## config.mk

```make
export PLATFORM = sky130hd
export DESIGN_NAME = scc_bank
export DESIGN_NICKNAME = d
export VERILOG_FILES = /design/src/rtl/scc_pkg.sv /design/src/rtl/scc_bank.sv /design/src/rtl/scc_sync.sv /design/src/rtl/scc_qualify.sv
export SDC_FILE = /design/constraint.sdc
export NUM_CORES = 1
export LEC_CHECK = 0
export ABC_AREA = 1
export BUFFER_PORTS_ARGS = -buffer_cell sky130_fd_sc_hd__buf_2
export CAP_MARGIN = 25
export CORE_UTILIZATION = 60
export DETAILED_ROUTE_END_ITERATION = 10
export PLACE_DENSITY = 0.82
export RECOVER_POWER = 50
export SYNTH_ARGS = -nofsm -noshare
export SYNTH_HDL_FRONTEND = slang
export SYNTH_HIERARCHICAL = 1
export SYNTH_SLANG_ARGS = --single-unit
```

## constraint.sdc

```tcl
create_clock -name clk_i -period 7.4 [get_ports clk_i]
set_input_delay 1.48 -clock clk_i [delete_from_list [all_inputs] [get_ports clk_i]]
set_output_delay 1.48 -clock clk_i [all_outputs]
set_load 0.01 [all_outputs]
```

## src/rtl/scc_pkg.sv

```systemverilog
// Package for the supply and I/O channel configuration bank.
// Assumes a 25 MHz core clock and byte-wide registers on a plain strobe port.
package scc_pkg;

  // ==========================================================================
  // Register offsets
  localparam logic [7:0] ADDR_SUPPLY_B = 8'h19;
  localparam logic [7:0] ADDR_IO_A     = 8'h1a;
  localparam logic [7:0] ADDR_IO_B     = 8'h1b;

  // ==========================================================================
  // Reset values
  localparam logic [7:0] SUPPLY_B_RST = 8'h00;
  localparam logic [5:0] IO_CTRL_RST  = 6'h00;

  // ==========================================================================
  // Field positions of the supply register
  localparam int SUP_DOUBLE_BIT = 2;
  localparam int SUP_LIMDIS_BIT = 1;
  localparam int SUP_EN_BIT     = 0;

  // ==========================================================================
  // Field positions of the I/O registers
  localparam int IO_LEVEL_BIT = 7;
  localparam int IO_LINE_BIT  = 6;
  localparam int IO_TXEN_BIT  = 5;
  localparam int IO_TX_BIT    = 4;
  localparam int IO_FILT_BIT  = 3;
  localparam int IO_THR_BIT   = 2;
  localparam int IO_SRC_BIT   = 1;
  localparam int IO_SINK_BIT  = 0;

  // ==========================================================================
  // Timing
  localparam int CLK_PERIOD_NS    = 40;
  localparam int GLITCH_TIME_NS   = 1300;
  localparam int GLITCH_CYCLES    = (GLITCH_TIME_NS + CLK_PERIOD_NS - 1) / CLK_PERIOD_NS;
  localparam int EN_REJECT_US     = 200;
  localparam int EN_REJECT_CYCLES = (EN_REJECT_US * 1000 + CLK_PERIOD_NS - 1) / CLK_PERIOD_NS;
  localparam int QUAL_CNT_W       = 13;

endpackage : scc_pkg

```

## src/rtl/scc_bank.sv

```systemverilog
// Register bank for the channel B sensor supply controls and the two
// per-channel I/O status and configuration registers.
// Assumes a plain strobe register port on clk_i and asynchronous pins.
// Contract
// - Double-limit bit allows twice current above 18V
// - Limit-disable bit stops limiting, powers down amplifier
// - Supply enable turns on supply gate drive
// - Enable low holds current-limit timers in reset
// - Enable pulses shorter than 200us are ignored
// - Bit 7 reads digital input pin level
// - Bit 6 reads line pin level
// - Bit 5 replaces transmit-enable pin under override
// - Bit 4 replaces transmit data pin under override
// - Bit 3 enables 1.3us input glitch filter
// - Bit 2 selects type 2/3 thresholds
// - Bit 1 switches on input current source
// - Bit 0 switches on input current sink
// - Override disconnects transmit pins, registers drive line
`timescale 1ns/1ps
`default_nettype none
module scc_bank
  import scc_pkg::*;
#(
  parameter int EN_REJECT = EN_REJECT_CYCLES
)
(
  // Clock and reset
  input  wire logic       clk_i,
  input  wire logic       rst_n_i,
  // Register port
  input  wire logic [7:0] addr_i,
  input  wire logic [7:0] wdata_i,
  input  wire logic       wr_i,
  input  wire logic       rd_i,
  output logic      [7:0] rdata_o,
  // Channel pins sensed
  input  wire logic       input_a_pin_i,
  input  wire logic       input_b_pin_i,
  input  wire logic       line_a_pin_i,
  input  wire logic       line_b_pin_i,
  // External transmit pins
  input  wire logic       line_a_tx_pin_i,
  input  wire logic       line_a_tx_enable_pin_i,
  input  wire logic       line_b_tx_pin_i,
  input  wire logic       line_b_tx_enable_pin_i,
  // Control and supply sense levels
  input  wire logic       pin_override_select_i,
  input  wire logic       supply_b_above_18v_i,
  // Line transmitter controls
  output logic            line_a_tx_o,
  output logic            line_a_tx_enable_o,
  output logic            line_b_tx_o,
  output logic            line_b_tx_enable_o,
  // Digital input receiver controls
  output logic            input_a_threshold_select_o,
  output logic            input_a_source_enable_o,
  output logic            input_a_sink_enable_o,
  output logic            input_b_threshold_select_o,
  output logic            input_b_source_enable_o,
  output logic            input_b_sink_enable_o,
  // Channel B supply controls
  output logic            supply_b_double_limit_o,
  output logic            supply_b_limit_disable_o,
  output logic            supply_b_sense_power_down_o,
  output logic            supply_b_gate_drive_o,
  output logic            supply_b_timer_reset_o
);

  // ==========================================================================
  // Declarations
  logic                  rst_ff1_r;
  logic                  rst_n_r;
  logic [9:0]            pins_raw;
  logic [9:0]            pins_s;
  logic                  di_a_s;
  logic                  di_b_s;
  logic                  line_a_s;
  logic                  line_b_s;
  logic                  txa_s;
  logic                  line_a_tx_enable_pin_s;
  logic                  txb_s;
  logic                  line_b_soft_tx_enable_s;
  logic                  override_s;
  logic                  over18_s;
  logic                  level_a;
  logic                  level_b;
  logic                  en_q;
  logic [7:0]            supply_b_r;
  logic [5:0]            io_a_r;
  logic [5:0]            io_b_r;
  logic [7:0]            rdata_nxt;
  logic                  wr_sup;
  logic                  wr_a;
  logic                  wr_b;
  logic [QUAL_CNT_W-1:0] hold_cnt_r;

  // ==========================================================================
  // Read word of one channel: live levels above the stored control bits
  function automatic logic [7:0] io_word(input logic lvl, input logic line, input logic [5:0] ctrl);
    io_word = {lvl, line, ctrl};
  endfunction : io_word

  // ==========================================================================
  // Reset release through two flops; assertion stays asynchronous
  always_ff @(posedge clk_i or negedge rst_n_i)
  begin
    if (!rst_n_i)
    begin
      rst_ff1_r <= 1'b0;
      rst_n_r   <= 1'b0;
    end
    else
    begin
      rst_ff1_r <= 1'b1;
      rst_n_r   <= rst_ff1_r;
    end
  end

  // ==========================================================================
  // Pin synchronisers; every pin is asynchronous to clk_i
  assign pins_raw = {input_a_pin_i, input_b_pin_i, line_a_pin_i, line_b_pin_i,
                     line_a_tx_pin_i, line_a_tx_enable_pin_i, line_b_tx_pin_i,
                     line_b_tx_enable_pin_i, pin_override_select_i, supply_b_above_18v_i};

  scc_sync #(.W (10)) u_sync (
    .clk_i   (clk_i),
    .rst_n_i (rst_n_r),
    .d_i     (pins_raw),
    .q_o     (pins_s)
  );

  // Split of the synchronised vector
  assign {di_a_s, di_b_s, line_a_s, line_b_s, txa_s, line_a_tx_enable_pin_s, txb_s, line_b_soft_tx_enable_s,
          override_s, over18_s} = pins_s;

  // ==========================================================================
  // Digital input glitch filters; bypass when the filter bit is clear
  scc_qualify #(.LIMIT (GLITCH_CYCLES)) u_filt_a (
    .clk_i    (clk_i),
    .rst_n_i  (rst_n_r),
    .bypass_i (!io_a_r[IO_FILT_BIT]),
    .d_i      (di_a_s),
    .q_o      (level_a)
  );

  scc_qualify #(.LIMIT (GLITCH_CYCLES)) u_filt_b (
    .clk_i    (clk_i),
    .rst_n_i  (rst_n_r),
    .bypass_i (!io_b_r[IO_FILT_BIT]),
    .d_i      (di_b_s),
    .q_o      (level_b)
  );

  // ==========================================================================
  // Supply enable pulse rejection; trades 200us of latency for immunity
  scc_qualify #(.LIMIT (EN_REJECT)) u_en_qual (
    .clk_i    (clk_i),
    .rst_n_i  (rst_n_r),
    .bypass_i (1'b0),
    .d_i      (supply_b_r[SUP_EN_BIT]),
    .q_o      (en_q)
  );

  // ==========================================================================
  // Write decode
  assign wr_sup = wr_i && (addr_i == ADDR_SUPPLY_B);
  assign wr_a   = wr_i && (addr_i == ADDR_IO_A);
  assign wr_b   = wr_i && (addr_i == ADDR_IO_B);

  // Supply register; upper bits are kept for read-back only
  always_ff @(posedge clk_i or negedge rst_n_r)
  begin
    if (!rst_n_r)
      supply_b_r <= SUPPLY_B_RST;
    else if (wr_sup)
      supply_b_r <= wdata_i;
  end

  // Channel A controls; level bits are not storage, so writes drop them
  always_ff @(posedge clk_i or negedge rst_n_r)
  begin
    if (!rst_n_r)
      io_a_r <= IO_CTRL_RST;
    else if (wr_a)
      io_a_r <= wdata_i[5:0];
  end

  // Channel B controls, separate flops from channel A
  always_ff @(posedge clk_i or negedge rst_n_r)
  begin
    if (!rst_n_r)
      io_b_r <= IO_CTRL_RST;
    else if (wr_b)
      io_b_r <= wdata_i[5:0];
  end

  // ==========================================================================
  // Read mux; data stands only in the cycle after the strobe
  always_comb
  begin
    rdata_nxt = 8'h00;
    if (rd_i)
    begin
      case (addr_i)
        ADDR_SUPPLY_B: rdata_nxt = supply_b_r;
        ADDR_IO_A:     rdata_nxt = io_word(level_a, line_a_s, io_a_r);
        ADDR_IO_B:     rdata_nxt = io_word(level_b, line_b_s, io_b_r);
        default:       rdata_nxt = 8'h00;
      endcase
    end
  end

  always_ff @(posedge clk_i or negedge rst_n_r)
  begin
    if (!rst_n_r)
      rdata_o <= 8'h00;
    else
      rdata_o <= rdata_nxt;
  end

  // ==========================================================================
  // Transmitter source select: pins or register bits
  always_ff @(posedge clk_i or negedge rst_n_r)
  begin
    if (!rst_n_r)
    begin
      line_a_tx_o        <= 1'b0;
      line_a_tx_enable_o <= 1'b0;
      line_b_tx_o        <= 1'b0;
      line_b_tx_enable_o <= 1'b0;
    end
    else
    begin
      line_a_tx_o        <= override_s ? io_a_r[IO_TX_BIT]   : txa_s;
      line_a_tx_enable_o <= override_s ? io_a_r[IO_TXEN_BIT] : line_a_tx_enable_pin_s;
      line_b_tx_o        <= override_s ? io_b_r[IO_TX_BIT]   : txb_s;
      line_b_tx_enable_o <= override_s ? io_b_r[IO_TXEN_BIT] : line_b_soft_tx_enable_s;
    end
  end

  // ==========================================================================
  // Receiver controls come straight from the control flops
  assign input_a_threshold_select_o = io_a_r[IO_THR_BIT];
  assign input_a_source_enable_o    = io_a_r[IO_SRC_BIT];
  assign input_a_sink_enable_o      = io_a_r[IO_SINK_BIT];
  assign input_b_threshold_select_o = io_b_r[IO_THR_BIT];
  assign input_b_source_enable_o    = io_b_r[IO_SRC_BIT];
  assign input_b_sink_enable_o      = io_b_r[IO_SINK_BIT];

  // ==========================================================================
  // Supply controls; the sense amplifier is off whenever limiting is off
  assign supply_b_limit_disable_o    = supply_b_r[SUP_LIMDIS_BIT];
  assign supply_b_sense_power_down_o = supply_b_r[SUP_LIMDIS_BIT];

  // Double limit only granted while the supply sits above 18V
  always_ff @(posedge clk_i or negedge rst_n_r)
  begin
    if (!rst_n_r)
      supply_b_double_limit_o <= 1'b0;
    else
      supply_b_double_limit_o <= supply_b_r[SUP_DOUBLE_BIT] && over18_s;
  end

  // Gate drive and timer reset follow the qualified enable
  always_ff @(posedge clk_i or negedge rst_n_r)
  begin
    if (!rst_n_r)
    begin
      supply_b_gate_drive_o  <= 1'b0;
      supply_b_timer_reset_o <= 1'b1;
    end
    else
    begin
      supply_b_gate_drive_o  <= en_q;
      supply_b_timer_reset_o <= !en_q;
    end
  end

  // ==========================================================================
  // Assertion helper: consecutive cycles the enable bit has been high
  always_ff @(posedge clk_i or negedge rst_n_r)
  begin
    if (!rst_n_r)
      hold_cnt_r <= '0;
    else if (!supply_b_r[SUP_EN_BIT])
      hold_cnt_r <= '0;
    else if (hold_cnt_r != '1)
      hold_cnt_r <= hold_cnt_r + 1'b1;
  end
endmodule : scc_bank
`default_nettype wire

```

## src/rtl/scc_sync.sv

```systemverilog
// Two-stage synchroniser for a vector of unrelated pin levels.
// Assumes each bit is an independent level; no word coherence is implied.
`timescale 1ns/1ps
`default_nettype none
module scc_sync
  import scc_pkg::*;
#(
  parameter int W = 1
)
(
  // Clock and reset
  input  wire logic         clk_i,
  input  wire logic         rst_n_i,
  // Levels
  input  wire logic [W-1:0] d_i,
  output logic      [W-1:0] q_o
);

  logic [W-1:0] meta_r;

  // ==========================================================================
  // First stage feeds only the second stage
  always_ff @(posedge clk_i or negedge rst_n_i)
  begin
    if (!rst_n_i)
    begin
      meta_r <= '0;
      q_o    <= '0;
    end
    else
    begin
      meta_r <= d_i;
      q_o    <= meta_r;
    end
  end

endmodule : scc_sync
`default_nettype wire

```

## src/rtl/scc_qualify.sv

```systemverilog
// Stability qualifier: output follows input once it has differed for LIMIT cycles.
// Assumes the input is already on this clock; bypass makes the output a plain copy.
`timescale 1ns/1ps
`default_nettype none
module scc_qualify
  import scc_pkg::*;
#(
  parameter int LIMIT = GLITCH_CYCLES
)
(
  // Clock and reset
  input  wire logic clk_i,
  input  wire logic rst_n_i,
  // Level in and qualified level out
  input  wire logic bypass_i,
  input  wire logic d_i,
  output logic      q_o
);

  logic [QUAL_CNT_W-1:0] cnt_r;

  // ==========================================================================
  // A disagreement must persist; any return to the old level restarts the count
  always_ff @(posedge clk_i or negedge rst_n_i)
  begin
    if (!rst_n_i)
    begin
      q_o   <= 1'b0;
      cnt_r <= '0;
    end
    else if (bypass_i || d_i == q_o)
    begin
      q_o   <= d_i;
      cnt_r <= '0;
    end
    else if (cnt_r == QUAL_CNT_W'(LIMIT - 1))
    begin
      q_o   <= d_i;
      cnt_r <= '0;
    end
    else
    begin
      cnt_r <= cnt_r + 1'b1;
    end
  end

endmodule : scc_qualify
`default_nettype wire

```

==> flow_metrics.env <==
export IMPL_stdcell_count=695
export IMPL_yosysMostFrequentCell="nand2_1"
export IMPL_tns_ns=0
export IMPL_clk_latency_ns=0.36
export IMPL_dieHeight_microns=90.1
export IMPL_regToRegStartpoint="rst_n_r"
export IMPL_fin_nets=626
export IMPL_clock_skew_ns=0.0124
export IMPL_setup_viol=0
export IMPL_yosys_area_top_type="dfrtp_1"
export IMPL_cp_slowest_cell="dfstp_2"
export IMPL_cp_start_kind="flip-flop"
export IMPL_clk_pin_slew_ns=0.09
export IMPL_fp_dieW_microns=90.1
export IMPL_ys_dominant_reg_cell="dfrtp_1"
export IMPL_cts_sinks=99
export IMPL_cp_cell_sequence="buf_2"
export IMPL_fin_crit_sh=0.334
export IMPL_worstMarginPinSlew_ns=1.11
export IMPL_antenna_found_initial=0
export IMPL_gp_congestion=0.862
export IMPL_hold_start="u_sync/meta_r[4]"
export IMPL_synthXorXnorAreaFrac=0.0245
export IMPL_cp_required_ns=5.92
export IMPL_critical_path_top_delay_family="flip-flops"
export IMPL_synthTopCellsByArea="dfrtp_1, nand2_1, nand3_1, inv_1, nor2_1"
export IMPL_core_sq_um=7370
export IMPL_max_stage_delay_ns=0.52
export IMPL_regArea_sq_um=2480
export IMPL_syn_cell_area_sq_um=4650
export IMPL_grt_pass1_vias=3379
export IMPL_cts_root_buf="clkbuf_8"
export IMPL_synth_simple_area_share=0.323
export IMPL_start_util=0.632
export IMPL_place_area_sq_um=5010
export IMPL_syn_num_nets=568
export IMPL_synth_edf_count=0
export IMPL_min_path_type="flip-flop to flip-flop"
export IMPL_outcome="finished clean"
export IMPL_syn_to_final_growth_pct=9.60
export IMPL_post_drt_wl_per_cell_microns=12.4
export IMPL_total_leakage_power_nw=2.59
export IMPL_drt_iter0_markers=153
export IMPL_wl_microns=8590
export IMPL_synth_compound_area_share=0.0401
export IMPL_yosysWarnings=6
export IMPL_grt_pass1_wl_microns=14900
export IMPL_vias=3501
export IMPL_cp_arrival_ns=0.99
export IMPL_yosysUniqueCellTypes=27
export IMPL_cp_buffers_inverters=1
export IMPL_grt_usage=0.231
export IMPL_numCtsBuffers=9
export IMPL_grt_start_max_net_pins=69
export IMPL_cts_hold_buf=0
export IMPL_maxCapViolations=0
export IMPL_yosys_area_share_adder=0.0134
export IMPL_critPathMaxFanout=1
export IMPL_port_buffers=52
export IMPL_drc_errors=0
export IMPL_synth_top_cell_area_share=0.527
export IMPL_htree_levels=3
export IMPL_dieArea_sq_um=8110
export IMPL_crit_start="supply_b_timer_reset_o"
export IMPL_diodes=0
export IMPL_clockBufferDepth=2
export IMPL_avgSynthCellArea_sq_um=8.73
export IMPL_cts_tree="done"
export IMPL_synthTopCellsByCount="nand2_1, dfrtp_1, inv_1, nor2_1, nand3_1"
export IMPL_fin_crit_ns=2.47
export IMPL_synth_top_family_by_area="simple AND/OR/NAND/NOR gates"
export IMPL_yosysSeqAreaShare=0.533
export IMPL_slew_headroom=0.261
export IMPL_dr_pass1_iters=5
export IMPL_rsz0062_at_grt="false"
export IMPL_placedCellCount=679
export IMPL_post_cts_buffers=0
export IMPL_grt_overflow=0
export IMPL_ios=53
export IMPL_vias_per_cell=5.04
export IMPL_synth_async_reset_ratio=1.00
export IMPL_synth_seq_cells=99
export IMPL_cts_resized=0
export IMPL_ant_nets=0
export IMPL_crit_type="flip-flop to output pin"
export IMPL_syn_inst=533
export IMPL_vdd_drop_max_mv=0.179
export IMPL_place_hpwl_microns=6340
export IMPL_maxSlewViolCount=0
export IMPL_endpoint_kind="output pin"
export IMPL_finalInstanceArea_sq_um=5100
export IMPL_drive_above_1_share=0.174
export IMPL_fp_row_count=31
export IMPL_hold_viol_final=0
export IMPL_fill_cells=590
export IMPL_powerDensity_nw_per_um2=206
export IMPL_synth_mux_area_frac=0
export IMPL_max_freq_mhz=405
export IMPL_multi_input_area_sq_um=1790
## path summary, 6_finish.rpt
path	endpoint	slack [ns]	depth (start not counted)
max	supply_b_timer_reset_o	4.93	1
min	u_sync/q_o[4]	0.36	0
max reg2reg	rdata_o[1]	5.51	1
min reg2reg	u_sync/q_o[4]	0.36	0
max in group asynchronous	rdata_o[1]	5.51	1
min in group asynchronous	u_sync/meta_r[8]	0.47	0
## metrics by stage
stage	hold WS (ns)	setup slack (ns)	utilization	power, mW
after floorplan	0.331	4.44	-	0.713
after global placement	0.253	4.86	0.679	0.755
after detailed placement	0.256	4.78	0.679	0.760
after CTS	0.259	4.90	0.703	1.07
after global routing	0.363	4.90	0.692	1.11
final	0.356	4.93	0.692	1.05
## cell usage in the layout, fill, tap and decap left out, drive strengths merged, types with 3 or more instances in the layout
cell type	synthesis	final
o21ai	24	24
nand3	55	55
ha	5	5
nor2	83	83
inv	69	71
nand4	13	13
clkbuf	2	11
a21oi	11	11
dfrtp	98	98
xnor2	5	5
buf	4	52
nand2	150	150
xor2	8	8
clkinvlp	0	3
## state kept, by name (all words and copies together), names as in the netlist, 6 cells and up
register         flops
u_en_qual/cnt_r     13
u_filt_a/cnt_r      13
u_filt_b/cnt_r      13
u_sync/meta_r       10
u_sync/q_o          10
rdata_o              8
supply_b_r           8
io_a_r               6
io_b_r               6
## cells by family (layout without fill, tap and decap cells)
logic type               Yosys count  in the layout
AO/OA/AOI/OAI                     36             36
XOR/XNOR                          13             13
adder cells (fa/ha/maj)            5              5
buffers and inverters             75            138
flip-flops                        99             99
other                              2              2
AND/OR/NAND/NOR                  303            303
## where the power goes
part	switching (mW)	leakage (nW)	total, mW	internal, mW
clock network	0.185	0.0795	0.310	0.125
registers	0.0339	1.27	0.607	0.573
logic	0.0897	1.23	0.133	0.0436
## layout make-up
| class | count | area share |
|---|---|---|
| inverters | 69 | 0.0513 |
| repair buffers | 53 | 0.0522 |
| multi-input cells | 359 | 0.352 |
| clock buffers | 10 | 0.0250 |
| well taps | 99 | 0.0243 |
| clock inverters | 6 | 0.00957 |
| flip-flops and latches | 99 | 0.486 |
## layer usage
metal	vias to the layer above	global-route usage	part of all wire
met4	0	0.0847	0.016
li1	1772	-	-
met1	1632	0.293	0.45
met5	-	0	0
met2	80	0.394	0.49
met3	17	0.0448	0.039
Note: power is estimated with default switching activity, not from simulation.
